<file path="config.mk">
export PLATFORM = sky130hd
export DESIGN_NAME = mpmi_top
export DESIGN_NICKNAME = d
export VERILOG_FILES = /design/src/common/mpmi_pkg.sv /design/src/logic/mpmi_sync.sv /design/src/logic/mpmi_top.sv
export SDC_FILE = /design/constraint.sdc
export NUM_CORES = 1
export LEC_CHECK = 0
export BUFFER_PORTS_ARGS = -buffer_cell sky130_fd_sc_hd__buf_2
export CAP_MARGIN = 20
export CORE_MARGIN = 1.5
export CORE_UTILIZATION = 50
export DETAILED_ROUTE_END_ITERATION = 10
export PLACE_DENSITY = 0.81
export SLEW_MARGIN = 20
export SYNTH_ARGS = -nofsm -noshare
export SYNTH_HDL_FRONTEND = slang
export SYNTH_HIERARCHICAL = 1
export SYNTH_SLANG_ARGS = --single-unit
export TNS_END_PERCENT = 10
</file>
<file path="constraint.sdc">
create_clock -name clk_sys -period 5 [get_ports clk_sys]
set_clock_uncertainty 0.2 [all_clocks]
set_input_delay 1.5 -clock clk_sys [delete_from_list [all_inputs] [get_ports clk_sys]]
set_output_delay 1.5 -clock clk_sys [all_outputs]
set_load 0.005 [all_outputs]
</file>
<file path="src/common/mpmi_pkg.sv">
// constants and carrier types for the media interface block
package mpmi_pkg;
	// system clock
	localparam int CLK_PERIOD_NS = 25;
	// synchroniser vector layout
	localparam int SY_W = 12;
	localparam int SY_REF = 11;
	localparam int SY_RXC = 10;
	localparam int SY_TXC = 9;
	localparam int SY_RXD = 5;
	localparam int SY_RXDV = 4;
	localparam int SY_CRSDV = 3;
	localparam int SY_RXER = 2;
	localparam int SY_CRS = 1;
	localparam int SY_MDIO = 0;
	// management frame layout, bit index counted from the first preamble bit
	localparam int MD_FRAME_BITS = 64;
	localparam int MD_TA_IDX = 46;
	localparam int MD_DATA_IDX = 48;
	localparam int MD_LAST_IDX = 63;
	localparam logic [31:0] MD_PREAMBLE = 32'hFFFFFFFF;
	localparam logic [1:0] MD_START = 2'h1;
	localparam logic [1:0] MD_OP_READ = 2'h2;
	localparam logic [1:0] MD_OP_WRITE = 2'h1;
	localparam logic [1:0] MD_TA_WRITE = 2'h2;
	// reset value and minimum MDC half period
	localparam logic [3:0] NIBBLE_RST = 4'h0;
	localparam logic [7:0] MDC_HALF_MIN = 8'h01;

	// one received nibble or dibit with its qualifiers
	typedef struct packed {
		logic [3:0] data;
		logic valid;
		logic error;
	} mpmi_rx_s;

	// one management request
	typedef struct packed {
		logic read;
		logic [4:0] phy_addr;
		logic [4:0] reg_addr;
		logic [15:0] wdata;
	} mpmi_mgmt_s;
endpackage

</file>
<file path="src/logic/mpmi_sync.sv">
// two flip-flop synchroniser for a vector of independent levels
`timescale 1ns/1ps
module mpmi_sync #(
	parameter int W = 1
) (
	// clock and reset
	input wire logic clk_sys,
	input wire logic rst,
	// asynchronous levels in, synchronised levels out
	input wire logic [W-1:0] d,
	output logic [W-1:0] q
);
	generate
		if (W < 1)
		begin : g_bad_width
			$error("mpmi_sync: W must be at least 1");
		end
	endgenerate

	logic [W-1:0] meta_reg;
	logic [W-1:0] q_reg;

	// first stage feeds the second stage only
	always_ff @(posedge clk_sys)
	begin
		if (rst)
		begin
			meta_reg <= '0;
			q_reg <= '0;
		end
		else
		begin
			meta_reg <= d;
			q_reg <= meta_reg;
		end
	end

	assign q = q_reg;
endmodule

</file>
<file path="src/logic/mpmi_top.sv">
// PHY-facing MII/RMII pin logic with collision, carrier and management port
`timescale 1ns/1ps
module mpmi_top
	import mpmi_pkg::*;
#(
	parameter int HALF_W = 8
) (
	// clock and reset
	input wire logic clk_sys,
	input wire logic rst,
	// mode selection, high for reduced interface, taken during reset
	input wire logic reduced_mode_sel,
	// PHY clock pins
	input wire logic mii_receive_clock,
	input wire logic mii_transmit_clock,
	input wire logic rmii_reference_clock,
	// PHY receive pins
	input wire logic [3:0] receive_nibble,
	input wire logic receive_valid,
	input wire logic carrier_data_valid,
	input wire logic receive_error,
	// PHY status pins
	input wire logic collision,
	input wire logic carrier_sense,
	// PHY transmit pins
	output logic [3:0] transmit_nibble,
	output logic [1:0] transmit_dibit,
	// management pins
	output logic mdc,
	input wire logic mdio_in,
	output logic mdio_out,
	output logic mdio_oe_n,
	// user receive side
	output mpmi_rx_s rx_word,
	output logic rx_strobe,
	// user transmit side
	input wire logic [3:0] tx_word,
	output logic tx_take,
	// user status side
	output logic col_tx,
	output logic col_rx,
	output logic crs_tx,
	// user management side
	input wire logic [HALF_W-1:0] mdc_half_period,
	input wire logic mgmt_start,
	input wire mpmi_mgmt_s mgmt_req,
	output logic mgmt_busy,
	output logic mgmt_done,
	output logic [15:0] mgmt_rdata
);
	generate
		if (HALF_W < 1 || HALF_W > 16)
		begin : g_bad_width
			$error("mpmi_top: HALF_W must be 1 to 16");
		end
	endgenerate

	typedef enum logic [1:0] {MD_IDLE, MD_RUN, MD_FINISH} mpmi_md_state_e;

	// a zero half period would stall the divider, so it counts as one
	function automatic logic [HALF_W-1:0] eff_half(input logic [HALF_W-1:0] h);
		eff_half = (h == '0) ? HALF_W'(MDC_HALF_MIN) : h;
	endfunction

	logic [SY_W-1:0] sync_q;
	logic col_tx_s;
	logic col_rx_s;
	logic mode_reg;
	logic rxc_prev_reg;
	logic txc_prev_reg;
	logic rx_rise;
	logic tx_rise;
	mpmi_rx_s rx_word_reg;
	logic rx_strobe_reg;
	logic [3:0] tx_pins_reg;
	logic tx_take_reg;
	logic col_tx_reg;
	logic col_rx_reg;
	logic crs_tx_reg;
	mpmi_md_state_e md_state_reg;
	logic [HALF_W-1:0] div_cnt_reg;
	logic mdc_reg;
	logic div_term;
	logic mdc_rise_en;
	logic mdc_fall_en;
	logic [MD_FRAME_BITS-1:0] frame_reg;
	logic [5:0] bit_idx_reg;
	logic read_reg;
	logic mdio_out_reg;
	logic mdio_oe_n_reg;
	logic [15:0] rdata_reg;
	logic done_reg;

	// pins from the PHY domain; collision gets its own two synchronisers
	mpmi_sync #(.W(SY_W)) u_sync_pins (
		.clk_sys(clk_sys),
		.rst(rst),
		.d({rmii_reference_clock, mii_receive_clock, mii_transmit_clock, receive_nibble,
			receive_valid, carrier_data_valid, receive_error, carrier_sense, mdio_in}),
		.q(sync_q)
	);
	mpmi_sync #(.W(1)) u_sync_col_tx (
		.clk_sys(clk_sys),
		.rst(rst),
		.d(collision),
		.q(col_tx_s)
	);
	mpmi_sync #(.W(1)) u_sync_col_rx (
		.clk_sys(clk_sys),
		.rst(rst),
		.d(collision),
		.q(col_rx_s)
	);

	// mode is loaded from the select pin while in reset and frozen afterwards
	always_ff @(posedge clk_sys)
	begin
		if (rst)
			mode_reg <= reduced_mode_sel;
	end

	// rising edges of the active receive and transmit clocks
	always_ff @(posedge clk_sys)
	begin
		if (rst)
		begin
			rxc_prev_reg <= 1'b0;
			txc_prev_reg <= 1'b0;
		end
		else
		begin
			rxc_prev_reg <= mode_reg ? sync_q[SY_REF] : sync_q[SY_RXC];
			txc_prev_reg <= mode_reg ? sync_q[SY_REF] : sync_q[SY_TXC];
		end
	end
	assign rx_rise = (mode_reg ? sync_q[SY_REF] : sync_q[SY_RXC]) & ~rxc_prev_reg;
	assign tx_rise = (mode_reg ? sync_q[SY_REF] : sync_q[SY_TXC]) & ~txc_prev_reg;

	// receive capture, data delayed alongside its clock
	always_ff @(posedge clk_sys)
	begin
		if (rst)
		begin
			rx_word_reg <= '0;
			rx_strobe_reg <= 1'b0;
		end
		else
		begin
			rx_strobe_reg <= rx_rise;
			if (rx_rise && mode_reg)
			begin
				rx_word_reg.data <= {2'h0, sync_q[SY_RXD+1:SY_RXD]};
				rx_word_reg.valid <= sync_q[SY_CRSDV];
				rx_word_reg.error <= sync_q[SY_RXER];
			end
			else if (rx_rise)
			begin
				rx_word_reg.data <= sync_q[SY_RXD+3:SY_RXD];
				rx_word_reg.valid <= sync_q[SY_RXDV];
				rx_word_reg.error <= sync_q[SY_RXER];
			end
		end
	end

	// transmit pins change only at a transmit clock rising edge
	always_ff @(posedge clk_sys)
	begin
		if (rst)
		begin
			tx_pins_reg <= NIBBLE_RST;
			tx_take_reg <= 1'b0;
		end
		else
		begin
			tx_take_reg <= tx_rise;
			if (tx_rise && mode_reg)
				tx_pins_reg <= {2'h0, tx_word[1:0]};
			else if (tx_rise)
				tx_pins_reg <= tx_word;
		end
	end

	// collision taken into transmit and receive timing, carrier into transmit timing only
	always_ff @(posedge clk_sys)
	begin
		if (rst)
		begin
			col_tx_reg <= 1'b0;
			col_rx_reg <= 1'b0;
			crs_tx_reg <= 1'b0;
		end
		else
		begin
			if (tx_rise)
			begin
				col_tx_reg <= col_tx_s;
				crs_tx_reg <= sync_q[SY_CRS];
			end
			if (rx_rise)
				col_rx_reg <= col_rx_s;
		end
	end

	// MDC divider runs only while a frame is in flight
	assign div_term = (md_state_reg != MD_IDLE)
		&& (div_cnt_reg == eff_half(mdc_half_period) - 1'b1);
	assign mdc_rise_en = div_term & ~mdc_reg;
	assign mdc_fall_en = div_term & mdc_reg;
	always_ff @(posedge clk_sys)
	begin
		if (rst || md_state_reg == MD_IDLE)
		begin
			div_cnt_reg <= '0;
			mdc_reg <= 1'b0;
		end
		else if (div_term)
		begin
			div_cnt_reg <= '0;
			mdc_reg <= ~mdc_reg;
		end
		else
			div_cnt_reg <= div_cnt_reg + 1'b1;
	end

	// management frame sequencer on the shared two wires
	always_ff @(posedge clk_sys)
	begin
		if (rst)
		begin
			md_state_reg <= MD_IDLE;
			frame_reg <= '0;
			bit_idx_reg <= '0;
			read_reg <= 1'b0;
			mdio_out_reg <= 1'b1;
			mdio_oe_n_reg <= 1'b1;
			done_reg <= 1'b0;
		end
		else
		begin
			done_reg <= 1'b0;
			case (md_state_reg)
				MD_IDLE:
				begin
					mdio_oe_n_reg <= 1'b1;
					if (mgmt_start)
					begin
						frame_reg <= {MD_PREAMBLE, MD_START,
							mgmt_req.read ? MD_OP_READ : MD_OP_WRITE,
							mgmt_req.phy_addr, mgmt_req.reg_addr, MD_TA_WRITE,
							mgmt_req.wdata};
						read_reg <= mgmt_req.read;
						bit_idx_reg <= '0;
						mdio_out_reg <= 1'b1;
						mdio_oe_n_reg <= 1'b0;
						md_state_reg <= MD_RUN;
					end
				end
				MD_RUN:
				begin
					if (mdc_rise_en && bit_idx_reg == 6'(MD_LAST_IDX))
						md_state_reg <= MD_FINISH;
					else if (mdc_fall_en)
					begin
						bit_idx_reg <= bit_idx_reg + 1'b1;
						frame_reg <= {frame_reg[MD_FRAME_BITS-2:0], 1'b0};
						mdio_out_reg <= frame_reg[MD_FRAME_BITS-2];
						if (read_reg && bit_idx_reg + 1'b1 >= 6'(MD_TA_IDX))
							mdio_oe_n_reg <= 1'b1;
					end
				end
				MD_FINISH:
				begin
					if (mdc_fall_en)
					begin
						mdio_oe_n_reg <= 1'b1;
						mdio_out_reg <= 1'b1;
						done_reg <= 1'b1;
						md_state_reg <= MD_IDLE;
					end
				end
				default: md_state_reg <= MD_IDLE;
			endcase
		end
	end

	// read data shifted in at MDC rising edges of the data phase
	always_ff @(posedge clk_sys)
	begin
		if (rst)
			rdata_reg <= '0;
		else if (md_state_reg == MD_RUN && mdc_rise_en && read_reg
			&& bit_idx_reg >= 6'(MD_DATA_IDX))
			rdata_reg <= {rdata_reg[14:0], sync_q[SY_MDIO]};
	end

	// outputs
	assign transmit_nibble = tx_pins_reg;
	assign transmit_dibit = tx_pins_reg[1:0];
	assign rx_word = rx_word_reg;
	assign rx_strobe = rx_strobe_reg;
	assign tx_take = tx_take_reg;
	assign col_tx = col_tx_reg;
	assign col_rx = col_rx_reg;
	assign crs_tx = crs_tx_reg;
	assign mdc = mdc_reg;
	assign mdio_out = mdio_out_reg;
	assign mdio_oe_n = mdio_oe_n_reg;
	assign mgmt_busy = (md_state_reg != MD_IDLE);
	assign mgmt_done = done_reg;
	assign mgmt_rdata = rdata_reg;

	// checks
	a_rx_mii_capture: assert property (@(posedge clk_sys) disable iff (rst)
		(rx_rise && !mode_reg) |=> (rx_strobe && rx_word.data == $past(sync_q[SY_RXD+3:SY_RXD])
		&& rx_word.valid == $past(sync_q[SY_RXDV])))
		else $error("mii receive capture wrong");
	a_rx_rmii_capture: assert property (@(posedge clk_sys) disable iff (rst)
		(rx_rise && mode_reg) |=> (rx_word.data[1:0] == $past(sync_q[SY_RXD+1:SY_RXD])
		&& rx_word.valid == $past(sync_q[SY_CRSDV]) && rx_word.data[3:2] == 2'h0))
		else $error("rmii receive capture wrong");
	a_tx_mii_update: assert property (@(posedge clk_sys) disable iff (rst)
		($changed(transmit_nibble) && !mode_reg) |-> $past(tx_rise))
		else $error("mii transmit changed off edge");
	a_tx_rmii_update: assert property (@(posedge clk_sys) disable iff (rst)
		(tx_rise && mode_reg) |=> (transmit_dibit == $past(tx_word[1:0]) && tx_take))
		else $error("rmii transmit not loaded");
	a_col_two_paths: assert property (@(posedge clk_sys) disable iff (rst)
		(rx_rise && !tx_rise) |=> (col_rx == $past(col_rx_s) && col_tx == $past(col_tx)))
		else $error("collision path mixed up");
	a_crs_tx_only: assert property (@(posedge clk_sys) disable iff (rst)
		$changed(crs_tx) |-> $past(tx_rise))
		else $error("carrier changed off transmit edge");
	a_mdio_fall_only: assert property (@(posedge clk_sys) disable iff (rst)
		($changed(mdio_out) && !$past(md_state_reg == MD_IDLE)) |-> $past(mdc_fall_en))
		else $error("mdio changed off mdc fall");
	a_mdc_half_period: assert property (@(posedge clk_sys) disable iff (rst)
		($changed(mdc) && mdc) |-> $past(div_cnt_reg) == eff_half(mdc_half_period) - 1'b1)
		else $error("mdc half period wrong");
	a_read_sample: assert property (@(posedge clk_sys) disable iff (rst)
		(md_state_reg == MD_RUN && mdc_rise_en && read_reg && bit_idx_reg >= 6'(MD_DATA_IDX))
		|=> rdata_reg[0] == $past(sync_q[SY_MDIO]))
		else $error("mdio read not sampled");
	a_read_release: assert property (@(posedge clk_sys) disable iff (rst)
		(read_reg && md_state_reg != MD_IDLE && bit_idx_reg >= 6'(MD_TA_IDX)) |-> mdio_oe_n)
		else $error("line driven during read turnaround");
	a_mode_frozen: assert property (@(posedge clk_sys) disable iff (rst)
		!$rose(mode_reg) && !$fell(mode_reg))
		else $error("mode changed after reset");
endmodule

</file>
==> results of run 1 <==
[cells in the mapped netlist (all sizes together) (2+ instances only)]
cell type	count
nor2	59
mux2i	64
nor3	7
nor2b	27
dfxtp	145
a211oi	36
and4	2
nand2b	4
inv	14
or2	2
and2	2
nand2	14
a311oi	2
clkbuf	28
nand4	3
buf	13
a21boi	2
o32ai	3
nand3b	2
nor3b	2
o221a	23
o21ai	14
and3b	2
o21a	2
xnor2	12
a221oi	2
xor2	5
clkinv	2
nand3	22
ha	8
a211o	2
a21oi	43
and2b	4
a2111oi	2
[power by group]
part | leakage (nW) | switching [mW] | internal (mW) | total (mW)
Combinational | 1.53 | 0.371 | 0.285 | 0.656
Sequential | 1.20 | 0.0981 | 1.33 | 1.43
Clock | 0.273 | 0.525 | 0.678 | 1.20
Total | 3.01 | 0.994 | 2.30 | 3.29
[metal layers]
layer	wire [um]	share of wire	vias to the layer above	GRT usage
met5	0	0	-	0
met4	149	0.012	0	0.0802
met3	779	0.062	15	0.0653
met2	5910	0.47	132	0.335
met1	5800	0.46	2160	0.264
li1	-	-	2308	-
[logic make-up after synthesis]
kind of cell / after synthesis
AO/OA/AOI/OAI: 141
XOR/XNOR: 17
adder cells (fa/ha/maj): 9
buffers and inverters: 57
flip-flops: 146
multiplexers: 64
AND/OR/NAND/NOR: 158
[metrics by stage]
stage               hold slack [ns]  area [um2]  total power, mW  setup WS [ns]
global route                  0.252        7130             3.45          0.337
detailed placement            0.218        6560             2.10          0.103
floorplan                     0.211        6020             1.93          0.403
global placement              0.217        6560             2.07          0.256
finish                        0.237        7130             3.29          0.571
CTS                           0.240        7130             3.31          0.561
[layout make-up]
| class | instances | share of cell area |
|---|---|---|
| Multi-Input combinational cell | 389 | 0.398 |
| Clock buffer | 18 | 0.0632 |
| Inverter | 16 | 0.00842 |
| Timing Repair Buffer | 102 | 0.0774 |
| Clock inverter | 14 | 0.0168 |
| Tap cell | 143 | 0.0251 |
| Sequential cell | 146 | 0.411 |
[final timing paths]
path	from	end	slack, ns	cells after the start
worst max-delay path	mdc_half_period[2]	mgmt_rdata[13]	0.57	12
worst max register to register	md_state_reg[0]	mgmt_rdata[13]	2.09	8
worst min-delay path	u_sync_pins/meta_reg[7]	u_sync_pins/q[7]	0.24	1
worst min register to register	u_sync_pins/meta_reg[7]	u_sync_pins/q[7]	0.24	1
==> impl_metrics.ini, run 1 <==
[outcome]
status = complete, no violations

[timing]
tns_ns = 0
fin_crit_sh = 0.886
rsz0062_at_grt = no
fmax_mhz = 226
hold_violations = 0
setup_viol = 0
final_max_slew_viol_count = 0
slew_headroom = 0.366
finalCriticalPeriod_ns = 4.43
max_slew.worst_pin.slew_ns = 0.949

[synth]
synth-main-ff-cell = dfxtp_1
synth_compound_area_frac = 0.174
synthAdderAreaFrac = 0.0183
synth.distinct_cells = 65
synth_top_family_by_area = compound AO/OA/AOI/OAI gates
yosysSeqAreaShare = 0.487
synthTopCellsByArea = dfxtp_1, mux2i_1, a211oi_1
yosys.area_share.simple = 0.145
synthMuxAreaShare = 0.106
netlist.area_leader.share = 0.482
yosysTopAreaCell = dfxtp_1
synth-edff-count = 1
synth_xor_area_frac = 0.0247
synth_cells = 592
syn_area_mm2 = 0.00602
ys_warn_count = 6
async_reset_ff_frac = 0
ys_seq_elements = 146
syn_avg_cell_area_um2 = 10.2
synth_nets = 656

[grt]
grt_pass1_vias = 4562
antenna_found_initial = 0
grt_max_degree = 110
grt_pass1_wl_mm = 21.5
grt.overflow.total = 0
grt_usage = 0.209

[place]
place.gp.congestion = 0.861
hpwl_mm = 7.95
dp.cells = 796
io_buffer_count = 93

[min_path]
hold_path_class = reg -> reg

[drt]
vias = 4615
drt_pass1_iterations = 5
vias_per_cell = 5.57
wl_per_cell_um = 15.3
drt-initial-drc-count = 347
wirelength_mm = 12.6
ant_nets = 0
drc = 0

[cells_and_area]
nets = 736
multi_input_area_mm2 = 0.00284
drive_gt1_frac = 0.270
final_common_cell = dfxtp_1
final_cell_mix = dfxtp_1, buf_2, mux2i_1
fin_util = 0.616
fill_cells = 916
instances_no_fill = 828
largest_reg_flops = 63
synthToLayoutAreaGrowth_pct = 18.4
n_antenna_cell = 0
seqCellArea_mm2 = 0.00293

[die]
core-area_mm2 = 0.0116
die_w_um = 113
initial_core_util = 0.521
dieArea_mm2 = 0.0127
row_count = 39
die_h_um = 113
ios = 94

[cts]
htree_levels = 4
clkSlewWorstSetupHoldPaths_ns = 0.06
postCtsResizedCells = 0
cts_buffer_depth = 2
tritoncts = done
post_cts_buffers = 0
numClockSinks = 146
root_buffer = clkbuf_16
cts_buffers = 17
cts_hold_buf = 0
clock_latency_ns = 0.42

[worst_setup_path]
cp-start-kind = input pin
crit_buf_inv = 1
critPathKind = in -> reg
max_stage_delay_ns = 0.70
path_delay_family = simple AND/OR/NAND/NOR gates
cp_data_required_time_ns = 5.07
slowest_stage = or4_4
end_kind = flop
critPathMaxFanout = 16
crit_arrival_ns = 4.50
worstPathCellList = buf_2 -> nor4_4 -> and2_1 -> a21oi_1 -> ha_1 -> xnor2_1 -> a2111oi_0 -> and3b_2 -> nand4_4 -> or4_4 -> mux2i_1 -> nor2_1

[job]
cap_violations = 0

[power]
peakVddDrop_mv = 0.253
power_density_mw_per_mm2 = 462
p_leak_nw = 3.01
Note: power is estimated with default switching activity, not from simulation.
==> run 2, diff against run 1 <==
Settings changed: PLACE_DENSITY 0.81 to 0.8, SYNTH_HIERARCHICAL 1 to not set.
==> run 2 against run 1 <==
Effect of this change: utilization decreased by 0.17 points; register-to-register slack got worse by 0.27 ns; final cell count up 6.9%; critical path depth increased by 2; critical path type unchanged; sequential share of layout area fell by 2.1 points; critical endpoint is now frame_reg[53]; sequential power is 9.8% lower; first-iteration DRC count rose by 6.3%; worst hold slack got worse by 0.0046 ns; largest power group is now clock; die area up 2.8%; fmax is 5.3% lower; cell area up 4.0%.
==> impl_metrics.ini, run 2 <==
[min_path]
min_path_cells = 1
hold_path_class = reg -> reg

[synth]
synthTopCellsByArea = dfxtp_1, mux2i_1, a311oi_2
yosysSeqAreaShare = 0.467
ys_seq_elements = 144
synth_cells = 629
synth.distinct_cells = 56
yosysTopAreaCell = dfxtp_1
syn_avg_cell_area_um2 = 9.85
synth_nets = 693
syn_area_mm2 = 0.00619
synth-edff-count = 1
ys_warn_count = 0
synth-main-ff-cell = dfxtp_1
async_reset_ff_frac = 0
synth_top_cells_by_count = dfxtp_1, a21oi_1, mux2i_1
synth_most_common_cell = dfxtp_1
netlist.area_leader.share = 0.462

[cts]
cts_hold_buf = 0
clkSlewWorstSetupHoldPaths_ns = 0.06
numClockSinks = 144
cts_buffers = 17
cts_buffer_depth = 2
clock_latency_ns = 0.41
htree_levels = 4
root_buffer = clkbuf_16
tritoncts = done
post_cts_buffers = 0
postCtsResizedCells = 0

[timing]
max_slew.worst_pin.slew_ns = 1.02
setup_ws_ns = 0.323
setup_viol = 0
slew_headroom = 0.321
rsz0062_at_grt = no
hold_violations = 0
fin_crit_sh = 0.935
fmax_mhz = 214
finalCriticalPeriod_ns = 4.68
final_max_slew_viol_count = 0

[cells_and_area]
synthToLayoutAreaGrowth_pct = 19.7
drive_gt1_frac = 0.250
final_cell_mix = dfxtp_1, buf_2, a21oi_1
n_antenna_cell = 0
fin_util = 0.615
instances_no_fill = 885
final_common_cell = dfxtp_1
largest_reg_flops = 63
multi_input_area_mm2 = 0.00291
nets = 768
fill_cells = 988
seqCellArea_mm2 = 0.00289

[grt]
grt_usage = 0.206
grt_pass1_vias = 4672
grt_pass1_wl_mm = 21.5
grt.overflow.total = 0
grt_max_degree = 106
antenna_found_initial = 0

[die]
core-area_mm2 = 0.0121
ios = 94
row_count = 40
die_h_um = 114
dieArea_mm2 = 0.0131
initial_core_util = 0.513
die_w_um = 114

[power]
power_density_mw_per_mm2 = 408
p_leak_nw = 3.04
peakVddDrop_mv = 0.240

[outcome]
status = complete, no violations

[drt]
wirelength_mm = 13.1
wl_per_cell_um = 14.8
drt_pass1_iterations = 4
vias_per_cell = 5.47
drc = 0
drt-initial-drc-count = 369
ant_nets = 0
vias = 4842

[worst_setup_path]
critPathKind = in -> reg
end_kind = flop
crit_arrival_ns = 4.70
cp_data_required_time_ns = 5.03
critPathMaxFanout = 18
cp-start-kind = input pin
reg2reg_depth = 11

[place]
place.gp.congestion = 0.866
io_buffer_count = 93
place_ws_ns = -0.0476
dp.cells = 852
hpwl_mm = 8.18

[job]
cap_violations = 0
==> run 2: changes by cell type after synthesis, moves of 8 or more <==
cell	change
nor2b_2	-14
nand3_1	-11
o221a_2	-23
a21oi_1	+33
inv_1	+31
nor2b_1	+14
a211oi_1	-8
a311oi_2	+30
==> run 2: worst max-delay path, stage by stage <==
cell and delay, ns:
buf_2 0.14, nor4_2 0.40, and3_1 0.27, nor2_1 0.06
ha_1 0.24, xor2_1 0.18, a21o_1 0.18, a221oi_1 0.30
buf_4 0.19, o2111ai_4 0.16, o31a_1 0.43, nor2_4 0.17
buf_4 0.30, a311oi_2 0.15
==> run 2: power by group <==
| part | switching, mW | leakage [nW] | internal, mW |
|---|---|---|---|
| Clock | 0.476 | 0.299 | 0.846 |
| Sequential | 0.0474 | 1.18 | 1.24 |
| Combinational | 0.248 | 1.56 | 0.169 |
==> run 2: final timing paths <==
path / end / start / slack (ns)
worst max-delay path: frame_reg[53] / mdc_half_period[2] / 0.32
worst min register to register: u_sync_pins.q[3] / u_sync_pins.meta_reg[3] / 0.23
worst max register to register: frame_reg[53] / md_state_reg[0] / 1.82
worst min-delay path: u_sync_pins.q[3] / u_sync_pins.meta_reg[3] / 0.23
==> run 2: through the flow <==
step / hold slack (ns) / area, um2 / setup TNS, ns / total power, mW
after floorplan: 0.214 / 6190 / 0 / 1.62
after global placement: 0.217 / 6760 / 0 / 1.69
after detailed placement: 0.221 / 6760 / -0.615 / 1.72
after CTS: 0.234 / 7390 / 0 / 3.04
after global routing: 0.245 / 7410 / 0 / 3.15
final: 0.232 / 7410 / 0 / 3.02
==> run 2: cell families (layout without fill, tap and decap cells) <==
logic type,after synthesis,in the layout,synth area share
AOI/OAI and AO/OA,171,171,0.219
muxes,59,59,0.0954
buffers and inverters,94,182,0.0650
DFF,144,144,0.467
adders and majority gates,8,8,0.0162
xor gates and xnor gates,16,16,0.0226
and+or+nand+nor,137,137,0.115
==> run 2: metal layers <==
layer,vias up,GRT usage,share of wire
met2,89,0.349,0.51
li1,2395,-,-
met3,16,0.0572,0.029
met1,2342,0.245,0.44
met4,0,0.0908,0.016
met5,-,0,0
==> run 2: layout make-up <==
class                   count  area share
multi-input cells         391       0.393
flip-flops and latches    144       0.390
repair buffers            105      0.0813
clock buffers              18      0.0592
well taps                 168      0.0283
clock inverters            14      0.0253
inverters                  45      0.0228
